[config.mk]
export PLATFORM = sky130hd
export DESIGN_NAME = drs_sequencer
export DESIGN_NICKNAME = d
export VERILOG_FILES = /design/src/common/drs_pkg.sv /design/src/hw/drs_sync.sv /design/src/hw/drs_tick.sv /design/src/hw/drs_sequencer.sv
export SDC_FILE = /design/constraint.sdc
export NUM_CORES = 1
export LEC_CHECK = 0
export CORE_UTILIZATION = 65
export DETAILED_ROUTE_END_ITERATION = 16
export DONT_BUFFER_PORTS = 1
export GPL_ROUTABILITY_DRIVEN = 0
export PLACE_DENSITY = 0.81
export SLEW_MARGIN = 40
export SYNTH_ARGS = -nofsm -noshare
export SYNTH_HDL_FRONTEND = slang
export SYNTH_SLANG_ARGS = --single-unit
[constraint.sdc]
create_clock -name i_mclk -period 4.41 [get_ports i_mclk]
set_input_delay 0.441 -clock i_mclk [delete_from_list [all_inputs] [get_ports i_mclk]]
set_output_delay 0.441 -clock i_mclk [all_outputs]
set_load 0.02 [all_outputs]
[src/common/drs_pkg.sv]
// Package for the drive run sequencer: register map, field layout, timing
// constants, sequence states and the structs that carry pins and state.
// Assumes a single 40 MHz system clock and an APB register bus.
package drs_pkg;

   // Clock and timer base
   localparam int CLK_PERIOD_NS  = 25;
   localparam int TICK_PERIOD_NS = 100000000;             // 0.1 s timer tick
   localparam int TICK_CYCLES    = TICK_PERIOD_NS / CLK_PERIOD_NS;
   localparam int TICKS_PER_S    = 1000000000 / TICK_PERIOD_NS;
   localparam int FAN_HOLD_S     = 60;
   localparam logic [9:0] FAN_HOLD_TICKS = 10'(FAN_HOLD_S * TICKS_PER_S);

   // Contactor wait limit, in tenths of a second
   localparam logic [6:0] CWAIT_MIN   = 7'h0A;            // 1.0 s
   localparam logic [6:0] CWAIT_MAX   = 7'h64;            // 10.0 s
   localparam logic [6:0] CWAIT_RESET = 7'h64;            // 10.0 s

   // Register byte offsets
   localparam logic [7:0] ADDR_CTRL       = 8'h00;
   localparam logic [7:0] ADDR_CWAIT      = 8'h04;
   localparam logic [7:0] ADDR_STATUS     = 8'h08;
   localparam logic [7:0] ADDR_IRQ_STATUS = 8'h0C;
   localparam logic [7:0] ADDR_IRQ_CLEAR  = 8'h10;
   localparam logic [7:0] ADDR_IRQ_ENABLE = 8'h14;

   // Control register fields
   localparam int CTRL_START_ALLOW = 0;
   localparam int CTRL_TRIP_RESET  = 1;
   localparam logic CTRL_START_ALLOW_RESET = 1'b0;

   // Status register fields
   localparam int STAT_CODE_LSB   = 0;
   localparam int STAT_PERMITTED  = 4;
   localparam int STAT_OPERABLE   = 5;
   localparam int STAT_REVERSE    = 6;
   localparam int STAT_DRIVE_OK   = 7;
   localparam int STAT_FAN        = 8;
   localparam int STAT_CONTACTOR  = 9;
   localparam int STAT_CFB_FAULT  = 10;

   // Interrupt bits, shared by status, clear and enable registers
   localparam int IRQ_W        = 3;
   localparam int IRQ_TRIP     = 0;
   localparam int IRQ_CFB      = 1;
   localparam int IRQ_READY    = 2;

   // Number of synchroniser clocks before the frame strap is valid
   localparam logic [1:0] STRAP_SETTLE = 2'h2;

   // Sequence states, in code order 0..7
   typedef enum logic [2:0] {
      SEQ_START_DISABLED,
      SEQ_START_ENABLED,
      SEQ_ENERGISED,
      SEQ_READY,
      SEQ_ENABLED,
      SEQ_FSTOP_ACTIVE,
      SEQ_TRIP_ACTIVE,
      SEQ_TRIPPED
   } drs_seq_type;

   // Pin inputs from the drive and the contactor
   typedef struct packed {
      logic run;          // Run command
      logic run_reverse;  // Reverse run request
      logic remote_rev;   // Remote direction request
      logic contactor_fb; // Contactor closed feedback
      logic hs_hot;       // Heatsink hot
      logic amb_high;     // Ambient high
      logic load_high;    // Motor load high
      logic ext_trip;     // Trip condition present
      logic fast_stop;    // Fast stop request
      logic enable;       // Drive enable
      logic frame_var;    // Frame variant strap
   } drs_pins_type;

   localparam int PINS_W = $bits(drs_pins_type);

   // Status flags driven out of the block
   typedef struct packed {
      logic [2:0] sequence_state_code;
      logic       start_permitted_flag;
      logic       operable_flag;
      logic       reverse_demand_flag;
      logic       drive_ok_flag;
      logic       fan_demand;
      logic       contactor_cmd;
      logic       contactor_feedback_fault;
   } drs_flags_type;

   // Whole state of the sequencer
   typedef struct packed {
      drs_seq_type  seq;
      logic [6:0]   cwait;
      logic [6:0]   cwait_limit;
      logic [9:0]   fan_hold;
      logic [1:0]   settle;
      logic         strap_done;
      logic         start_allow;
      logic         trip_reset;
      logic [IRQ_W-1:0] irq_status;
      logic [IRQ_W-1:0] irq_enable;
      logic [31:0]  prdata;
      logic         pslverr;
      drs_flags_type flags;
   } drs_state_type;

endpackage

[src/hw/drs_sync.sv]
// Two-stage synchroniser for the asynchronous pin inputs.
// Assumes the inputs may change at any time relative to i_mclk.
`timescale 1ns/1ps
module drs_sync
   import drs_pkg::*;
(
   input  wire logic              i_mclk,
   input  wire logic              i_reset_n,
   input  wire logic [PINS_W-1:0] i_async,
   output logic      [PINS_W-1:0] o_sync
);
   import drs_pkg::*;

   typedef struct packed {
      logic [PINS_W-1:0] meta;
      logic [PINS_W-1:0] stable;
   } drs_sync_state_type;

   drs_sync_state_type sync_ff;
   drs_sync_state_type nxt_sync;

   // First stage feeds only the second
   always_comb begin
      nxt_sync.meta   = i_async;
      nxt_sync.stable = sync_ff.meta;
   end

   always_ff @(posedge i_mclk) begin
      if (!i_reset_n) begin
         sync_ff <= '0;
      end else begin
         sync_ff <= nxt_sync;
      end
   end

   assign o_sync = sync_ff.stable;
endmodule

[src/hw/drs_tick.sv]
// Periodic timer tick: one-cycle pulse every TICK_CYCLES clocks.
// Assumes the caller shortens TICK_CYCLES in simulation if needed.
`timescale 1ns/1ps
module drs_tick
   import drs_pkg::*;
#(
   parameter int TICK_CYCLES_P = TICK_CYCLES
)(
   input  wire logic i_mclk,
   input  wire logic i_reset_n,
   output logic      o_tick
);
   import drs_pkg::*;

   typedef struct packed {
      logic [31:0] count;
      logic        tick;
   } drs_tick_state_type;

   drs_tick_state_type tick_ff;
   drs_tick_state_type nxt_tick;

   // Free-running divider, pulse registered so it is glitch free
   always_comb begin
      nxt_tick = tick_ff;
      nxt_tick.tick = 1'b0;
      if (tick_ff.count >= 32'(TICK_CYCLES_P - 1)) begin
         nxt_tick.count = '0;
         nxt_tick.tick  = 1'b1;
      end else begin
         nxt_tick.count = tick_ff.count + 32'h1;
      end
   end

   always_ff @(posedge i_mclk) begin
      if (!i_reset_n) begin
         tick_ff <= '0;
      end else begin
         tick_ff <= nxt_tick;
      end
   end

   assign o_tick = tick_ff.tick;
endmodule

[src/hw/drs_sequencer.sv]
// Drive run sequencer: sequence state, contactor control and timing,
// status flags, fan demand with hold, APB registers and interrupt.
// Assumes asynchronous pin inputs and an APB master on i_mclk.
`timescale 1ns/1ps
module drs_sequencer
   import drs_pkg::*;
#(
   parameter int TICK_CYCLES_P = TICK_CYCLES
)(
   input  wire logic          i_mclk,
   input  wire logic          i_reset_n,
   input  drs_pkg::drs_pins_type i_pins,
   input  wire logic          i_psel,
   input  wire logic          i_penable,
   input  wire logic          i_pwrite,
   input  wire logic [7:0]    i_paddr,
   input  wire logic [31:0]   i_pwdata,
   output logic [31:0]        o_prdata,
   output logic               o_pready,
   output logic               o_pslverr,
   output drs_pkg::drs_flags_type o_flags,
   output logic               o_irq
);
   import drs_pkg::*;

   drs_state_type st_ff;
   drs_state_type nxt_st;
   drs_pins_type  pins_s;
   logic [PINS_W-1:0] pins_sync;
   logic          tick;

   // Pins are asynchronous, so every one passes two flops
   drs_sync u_sync (
      .i_mclk    (i_mclk),
      .i_reset_n (i_reset_n),
      .i_async   (i_pins),
      .o_sync    (pins_sync)
   );

   assign pins_s = drs_pins_type'(pins_sync);

   drs_tick #(
      .TICK_CYCLES_P (TICK_CYCLES_P)
   ) u_tick (
      .i_mclk    (i_mclk),
      .i_reset_n (i_reset_n),
      .o_tick    (tick)
   );

   // APB decode: zero wait states, read data captured in the setup cycle
   // The bus never stalls, so a master needs no wait-state logic
   // for this block; pready is simply the access phase itself.
   logic setup_ph;
   logic wr_acc;
   logic mapped;
   assign setup_ph = i_psel && !i_penable;
   assign wr_acc   = i_psel && i_penable && i_pwrite;

   always_comb begin
      case (i_paddr)
         ADDR_CTRL, ADDR_CWAIT, ADDR_STATUS,
         ADDR_IRQ_STATUS, ADDR_IRQ_CLEAR, ADDR_IRQ_ENABLE: mapped = 1'b1;
         default: mapped = 1'b0;
      endcase
   end

   // Event and condition terms used by the sequencer
   // All that read pins use the synchronised ones, so every decision in
   // one cycle sees the same settled value of each pin.
   logic fan_cond;
   logic cwait_expired;
   logic trip_event;
   logic cfb_trip;
   logic enter_ready;
   logic [6:0] wr_limit;

   assign fan_cond = pins_s.hs_hot | pins_s.amb_high
                   | pins_s.load_high;
   assign cwait_expired = (st_ff.cwait >= st_ff.cwait_limit);
   assign cfb_trip = (st_ff.seq == SEQ_ENERGISED)
                   && !pins_s.contactor_fb && cwait_expired;
   assign trip_event = (st_ff.seq != SEQ_TRIP_ACTIVE)
                     && (st_ff.seq != SEQ_TRIPPED)
                     && (pins_s.ext_trip || cfb_trip);
   assign enter_ready = (st_ff.seq == SEQ_ENERGISED)
                      && pins_s.contactor_fb && !trip_event;

   // Out-of-range delays are clamped rather than refused
   // Software reads back the value applied, not the value written,
   // so a bad write is visible without an error response.
   always_comb begin
      if (i_pwdata[6:0] < CWAIT_MIN) begin
         wr_limit = CWAIT_MIN;
      end else if (i_pwdata[6:0] > CWAIT_MAX) begin
         wr_limit = CWAIT_MAX;
      end else begin
         wr_limit = i_pwdata[6:0];
      end
   end

   // Next-state logic for the whole block
   // Every field holds by default; trip reset is a one-cycle pulse
   // that falls again on the next edge by itself.
   always_comb begin
      nxt_st = st_ff;
      nxt_st.trip_reset = 1'b0;

      // Sequence state machine
      case (st_ff.seq)
         SEQ_START_DISABLED: begin
            if (st_ff.start_allow && !pins_s.run) begin
               nxt_st.seq = SEQ_START_ENABLED;
            end
         end
         SEQ_START_ENABLED: begin
            if (!st_ff.start_allow) begin
               nxt_st.seq = SEQ_START_DISABLED;
            end else if (pins_s.run) begin
               nxt_st.seq   = SEQ_ENERGISED;
               nxt_st.cwait = '0;
            end
         end
         SEQ_ENERGISED: begin
            // Feedback is tested first, so a contact closing on the
            // limit tick itself still counts as closed in time
            if (pins_s.contactor_fb) begin
               nxt_st.seq = SEQ_READY;
            end else if (!pins_s.run) begin
               nxt_st.seq = SEQ_START_ENABLED;
            end else if (tick && !cwait_expired) begin
               nxt_st.cwait = st_ff.cwait + 7'h01;
            end
         end
         SEQ_READY: begin
            if (!pins_s.run) begin
               nxt_st.seq = SEQ_START_ENABLED;
            end else if (pins_s.enable) begin
               nxt_st.seq = SEQ_ENABLED;
            end
         end
         SEQ_ENABLED: begin
            if (pins_s.fast_stop) begin
               nxt_st.seq = SEQ_FSTOP_ACTIVE;
            end else if (!pins_s.run) begin
               nxt_st.seq = SEQ_START_ENABLED;
            end else if (!pins_s.enable) begin
               nxt_st.seq = SEQ_READY;
            end
         end
         SEQ_FSTOP_ACTIVE: begin
            // Stay stopped until both stop and run are withdrawn
            if (!pins_s.fast_stop && !pins_s.run) begin
               nxt_st.seq = SEQ_START_DISABLED;
            end
         end
         SEQ_TRIP_ACTIVE: begin
            if (!pins_s.ext_trip) begin
               nxt_st.seq = SEQ_TRIPPED;
            end
         end
         SEQ_TRIPPED: begin
            // A reset with run still present would restart at once
            if (st_ff.trip_reset && !pins_s.run) begin
               nxt_st.seq = SEQ_START_DISABLED;
               nxt_st.flags.contactor_feedback_fault = 1'b0;
            end else if (pins_s.ext_trip) begin
               nxt_st.seq = SEQ_TRIP_ACTIVE;
            end
         end
         default: begin
            nxt_st.seq = SEQ_START_DISABLED;
         end
      endcase

      // Any trip overrides the state machine
      // Trip states ignore a new trip, so the recorded cause and the
      // interrupt of the first trip are kept until reset by software.
      if (trip_event) begin
         nxt_st.seq = SEQ_TRIP_ACTIVE;
         if (cfb_trip) begin
            nxt_st.flags.contactor_feedback_fault = 1'b1;
         end
      end

      // Flags derived from the next state so they track it exactly
      // This costs some logic depth, but code and flags can never
      // disagree for a cycle.
      nxt_st.flags.sequence_state_code = nxt_st.seq;
      nxt_st.flags.start_permitted_flag =
         (nxt_st.seq == SEQ_START_ENABLED);
      nxt_st.flags.operable_flag =
         (nxt_st.seq == SEQ_READY)
         || (nxt_st.seq == SEQ_ENABLED);
      nxt_st.flags.contactor_cmd =
         (nxt_st.seq == SEQ_ENERGISED)
         || (nxt_st.seq == SEQ_READY)
         || (nxt_st.seq == SEQ_ENABLED)
         || (nxt_st.seq == SEQ_FSTOP_ACTIVE);

      // Demanded direction only; no speed feedback is read here
      nxt_st.flags.reverse_demand_flag =
         pins_s.remote_rev ^ pins_s.run_reverse;

      // Drive ok: trip wins over run removal in the same cycle
      if (trip_event) begin
         nxt_st.flags.drive_ok_flag = 1'b0;
      end else if (!pins_s.run) begin
         nxt_st.flags.drive_ok_flag = 1'b1;
      end

      // Fan hold timer, reloaded while any condition is present
      // The first tick may follow at once, so the hold lasts between
      // 599 and 600 tick periods after the conditions clear.
      if (fan_cond) begin
         nxt_st.fan_hold = FAN_HOLD_TICKS;
      end else if (tick && (st_ff.fan_hold != '0)) begin
         nxt_st.fan_hold = st_ff.fan_hold - 10'h001;
      end

      // Strap is read only once the synchroniser holds its value
      if (!st_ff.strap_done) begin
         if (st_ff.settle == STRAP_SETTLE) begin
            nxt_st.strap_done = 1'b1;
            if (pins_s.frame_var) begin
               nxt_st.fan_hold = FAN_HOLD_TICKS;
            end
         end else begin
            nxt_st.settle = st_ff.settle + 2'h1;
         end
      end
      nxt_st.flags.fan_demand = fan_cond
                              || (nxt_st.fan_hold != '0);

      // Register writes take effect at the access edge
      if (wr_acc) begin
         case (i_paddr)
            ADDR_CTRL: begin
               nxt_st.start_allow = i_pwdata[CTRL_START_ALLOW];
               nxt_st.trip_reset  = i_pwdata[CTRL_TRIP_RESET];
            end
            ADDR_CWAIT: begin
               nxt_st.cwait_limit = wr_limit;
            end
            ADDR_IRQ_CLEAR: begin
               nxt_st.irq_status = st_ff.irq_status
                                 & ~i_pwdata[IRQ_W-1:0];
            end
            ADDR_IRQ_ENABLE: begin
               nxt_st.irq_enable = i_pwdata[IRQ_W-1:0];
            end
            default: begin
            end
         endcase
      end

      // Sticky events, applied after the clear so a set wins
      // Software acknowledging an old event can therefore never lose
      // a new one that arrives in the same cycle.
      if (trip_event) begin
         nxt_st.irq_status[IRQ_TRIP] = 1'b1;
      end
      if (cfb_trip) begin
         nxt_st.irq_status[IRQ_CFB] = 1'b1;
      end
      if (enter_ready) begin
         nxt_st.irq_status[IRQ_READY] = 1'b1;
      end

      // Read data captured in the setup cycle, held through access
      // Capturing early lets prdata come straight from a flop; the
      // value returned is the one held at the setup edge.
      if (setup_ph) begin
         nxt_st.pslverr = !mapped;
         nxt_st.prdata  = '0;
         case (i_paddr)
            ADDR_CTRL: begin
               nxt_st.prdata[CTRL_START_ALLOW] = st_ff.start_allow;
            end
            ADDR_CWAIT: begin
               nxt_st.prdata[6:0] = st_ff.cwait_limit;
            end
            ADDR_STATUS: begin
               nxt_st.prdata[STAT_CODE_LSB +: 3] =
                  st_ff.flags.sequence_state_code;
               nxt_st.prdata[STAT_PERMITTED] =
                  st_ff.flags.start_permitted_flag;
               nxt_st.prdata[STAT_OPERABLE] = st_ff.flags.operable_flag;
               nxt_st.prdata[STAT_REVERSE] =
                  st_ff.flags.reverse_demand_flag;
               nxt_st.prdata[STAT_DRIVE_OK] = st_ff.flags.drive_ok_flag;
               nxt_st.prdata[STAT_FAN] = st_ff.flags.fan_demand;
               nxt_st.prdata[STAT_CONTACTOR] = st_ff.flags.contactor_cmd;
               nxt_st.prdata[STAT_CFB_FAULT] =
                  st_ff.flags.contactor_feedback_fault;
            end
            ADDR_IRQ_STATUS: begin
               nxt_st.prdata[IRQ_W-1:0] = st_ff.irq_status;
            end
            ADDR_IRQ_ENABLE: begin
               nxt_st.prdata[IRQ_W-1:0] = st_ff.irq_enable;
            end
            default: begin
            end
         endcase
      end
   end

   // State register; reset values are all constants
   always_ff @(posedge i_mclk) begin
      if (!i_reset_n) begin
         st_ff <= '0;
         st_ff.seq <= SEQ_START_DISABLED;
         st_ff.cwait_limit <= CWAIT_RESET;
         st_ff.start_allow <= CTRL_START_ALLOW_RESET;
         st_ff.flags.drive_ok_flag <= 1'b1;
      end else begin
         st_ff <= nxt_st;
      end
   end

   // Outputs: handshake combinational, data from flops
   // The interrupt is a level; it drops only when software clears
   // the status bit or its enable.
   assign o_pready  = i_psel && i_penable;
   assign o_prdata  = st_ff.prdata;
   assign o_pslverr = st_ff.pslverr && i_psel && i_penable;
   assign o_flags   = st_ff.flags;
   assign o_irq     = |(st_ff.irq_status & st_ff.irq_enable);
endmodule

==> flow_summary.json <==
{
  "p_int_mw": 1.337,
  "synth_area_leaders": "dfxtp_1 (44%), buf_4 (6.1%), nor2_1 (4.0%)",
  "fin_nets": 622,
  "cts_max_level": 3,
  "clk_latency_ns": 0.37,
  "fillCellCount": 600,
  "fp.dieH_um": 90.83,
  "wl_mm": 9.878,
  "start_util_pct": 66.72,
  "total_power_mw": 1.835,
  "cellPowerDensity_nw_per_um2": 357.4,
  "worst_slew_pin_slew_ns": 0.7534,
  "rsz0062_at_grt": "no",
  "hp-class": "input pin to flip-flop",
  "cts_sinks": 112,
  "peakVddDrop_v": 0.0002625,
  "cp.arrival_ns": 2.60,
  "numCtsBuffers": 9,
  "antenna_found_initial": 0,
  "cts.path.max_buffers": 2,
  "setup_viol": 0,
  "ys_types": 53,
  "diodes": 0,
  "p_sw_mw": 0.4981,
  "viasPerCell": 5.808,
  "async_flop_share_pct": 0,
  "seqPwrFrac_pct": 59.6,
  "cts_setup_buffers": 0,
  "clkPwrFrac_pct": 29.7,
  "ant_nets": 0,
  "yosysWarnings": 0,
  "routedWlPerCell_um": 14.92,
  "core_um2": 7687,
  "cts_tree": "yes",
  "synth-main-ff-cell": "dfxtp_1",
  "seq_area_frac_synth_pct": 43.72,
  "post-route-period-util_pct": 54.27,
  "grt_pass1_vias": 3625,
  "die_x_um": 90.83,
  "final-hold-violation-count": 0,
  "cts_resized": 0,
  "num_rows": 32,
  "drc": 0,
  "layoutNonFillerInstCount": 662,
  "postCtsHoldBufs": 0,
  "slew_headroom_pct": 49.67,
  "dpl.hpwl_mm": 7.309,
  "synth.avg_cell_area_um2": 8.873,
  "whs_ns": 0.1690,
  "swShare_pct": 27.15,
  "drtPass1Iterations": 6,
  "fin_crit_ns": 2.393,
  "status": "completed",
  "track_usage_pct": 25.22,
  "synth_top_area_share_pct": 43.72,
  "grt_pass1_wl_mm": 16.60,
  "fmax_mhz": 417.8,
  "multi_input_area_um2": 2497,
  "layout_common_cells": "dfxtp_1 (112), nor2_1 (54), nand2_1 (43)",
  "syn_inst": 578,
  "synth_edf_count": 0,
  "finalClockSkew_ns": 0.009636,
  "r2r_slack_ns": 2.02,
  "final_common_cell": "dfxtp_1",
  "report.final.slew_viol_count": 0,
  "synth_seq_cells": 112,
  "dp.cells": 646,
  "grt_max_degree": 44,
  "crit_required_ns": 4.62,
  "clk_pin_slew_worst_paths_ns": 0.10,
  "syn2layout_area_growth_pct": 0.09751,
  "yosysTopAreaCell": "dfxtp_1",
  "root_buffer": "clkbuf_8",
  "pwr-share-comb_pct": 10.7,
  "syn_area_um2": 5129,
  "end_kind": "flip-flop",
  "worstSetupPathType": "flip-flop to flip-flop",
  "io_pins": 101,
  "vias": 3845,
  "p_leak_nw": 1.917,
  "regArea_um2": 2242,
  "grt_remaining_overflow": 0,
  "drtIter0Drc": 211,
  "worstSetupStartpointType": "flip-flop",
  "max-cap-violations": 0,
  "fin_tns_setup_ns": 0,
  "drive_above_1_share_pct": 6.607,
  "die_area_um2": 8249,
  "cp_max_fo": 7,
  "portBuffers": 0
}
-- stage by stage --
step | utilization (%) | setup slack [ns] | instance area [µm²]
finish | 66.78 | 2.017 | 5134
global route | 66.78 | 1.882 | 5134
CTS | 66.78 | 2.068 | 5134
detailed placement | 64.53 | 2.097 | 4961
global placement | 64.47 | 2.176 | 4956
floorplan | - | 2.395 | 5241
-- logic make-up (layout without fill, tap and decap cells) --
| logic type | after synthesis | count (layout) | share of synthesized area (%) |
|---|---|---|---|
| fa+ha+maj | 11 | 11 | 2.684 |
| simple gates | 236 | 236 | 24.57 |
| compound gates | 94 | 94 | 12.32 |
| other cells | 1 | 31 | 0.07312 |
| flops | 112 | 112 | 43.72 |
| xor+xnor | 29 | 29 | 4.952 |
| mux | 8 | 8 | 1.805 |
| buf+inv | 87 | 39 | 9.881 |
-- critical path: stages, from the launching register on --
cell	delay [ns]
dfxtp_1	0.38
inv_1	0.10
ha_1	0.27
nand2b_1	0.13
a31oi_1	0.17
o21ai_1	0.20
a32oi_1	0.31
nand2_1	0.14
nor4_1	0.53
-- flip-flops by register name, indices dropped and copies added, names as in the netlist --
register         flops
st_ff               36
u_tick.tick_ff      32
o_prdata            11
u_sync.nxt_sync     11
u_sync.o_sync       11
o_flags             10
u_tick.o_tick        1
-- power by group through the flow --
stage	clock [mW]	combinational, mW	sequential, mW
floorplan	0	0.199	1.10
global placement	0	0.185	1.11
detailed placement	0	0.192	1.12
CTS	0.556	0.193	1.09
global route	0.600	0.221	1.10
finish	0.545	0.196	1.09
-- cell type report --
type	instances	share of cell area [%]
inverters	21	1.535
clock buffers	10	2.486
well taps	102	2.486
repair buffers	2	0.2925
multi-input cells	409	48.65
clock inverters	6	0.8774
flip-flops and latches	112	43.68
-- metal layers --
layer | routed length [µm] | vias to the layer above | global-route usage [%]
met2 | 4533 | 165 | 41.29
met3 | 654 | 19 | 5.303
met1 | 4457 | 1774 | 31.77
met5 | 0 | - | 0
met4 | 231 | 0 | 11.77
li1 | - | 1887 | -
-- synthesized netlist by cell type (all sizes together), types with 2 or more instances --
cell     number
o211ai        5
nor2         54
o31ai         4
nor2b         5
buf          50
a21boi        4
a21o          5
a21oi        24
ha           11
a2bb2oi       2
and3         15
a31oi         4
xnor2        17
a221oi        3
nand3        24
o22ai         2
nand4         5
and2         25
or3           5
nand2b        7
o21ai        14
nor3         38
clkbuf       16
a311oi        3
nand3b        2
and4          3
a211oi        7
mux2i         7
nor4          4
a22oi         4
xor2         12
o21a          5
a22o          2
inv          21
nand2        43
or4           3
dfxtp       112
-- worst paths after layout --
| check | endpoint | depth (start not counted) | from |
|---|---|---|---|
| worst max-delay path | o_flags[6] | 8 | st_ff[71] |
| worst min-delay path | o_flags[3] | 1 | i_reset_n |
| worst max register to register | o_flags[6] | 8 | st_ff[71] |
| worst min register to register | u_sync.o_sync[7] | 1 | u_sync.nxt_sync[7] |
Power figures use the tool's default switching activity.
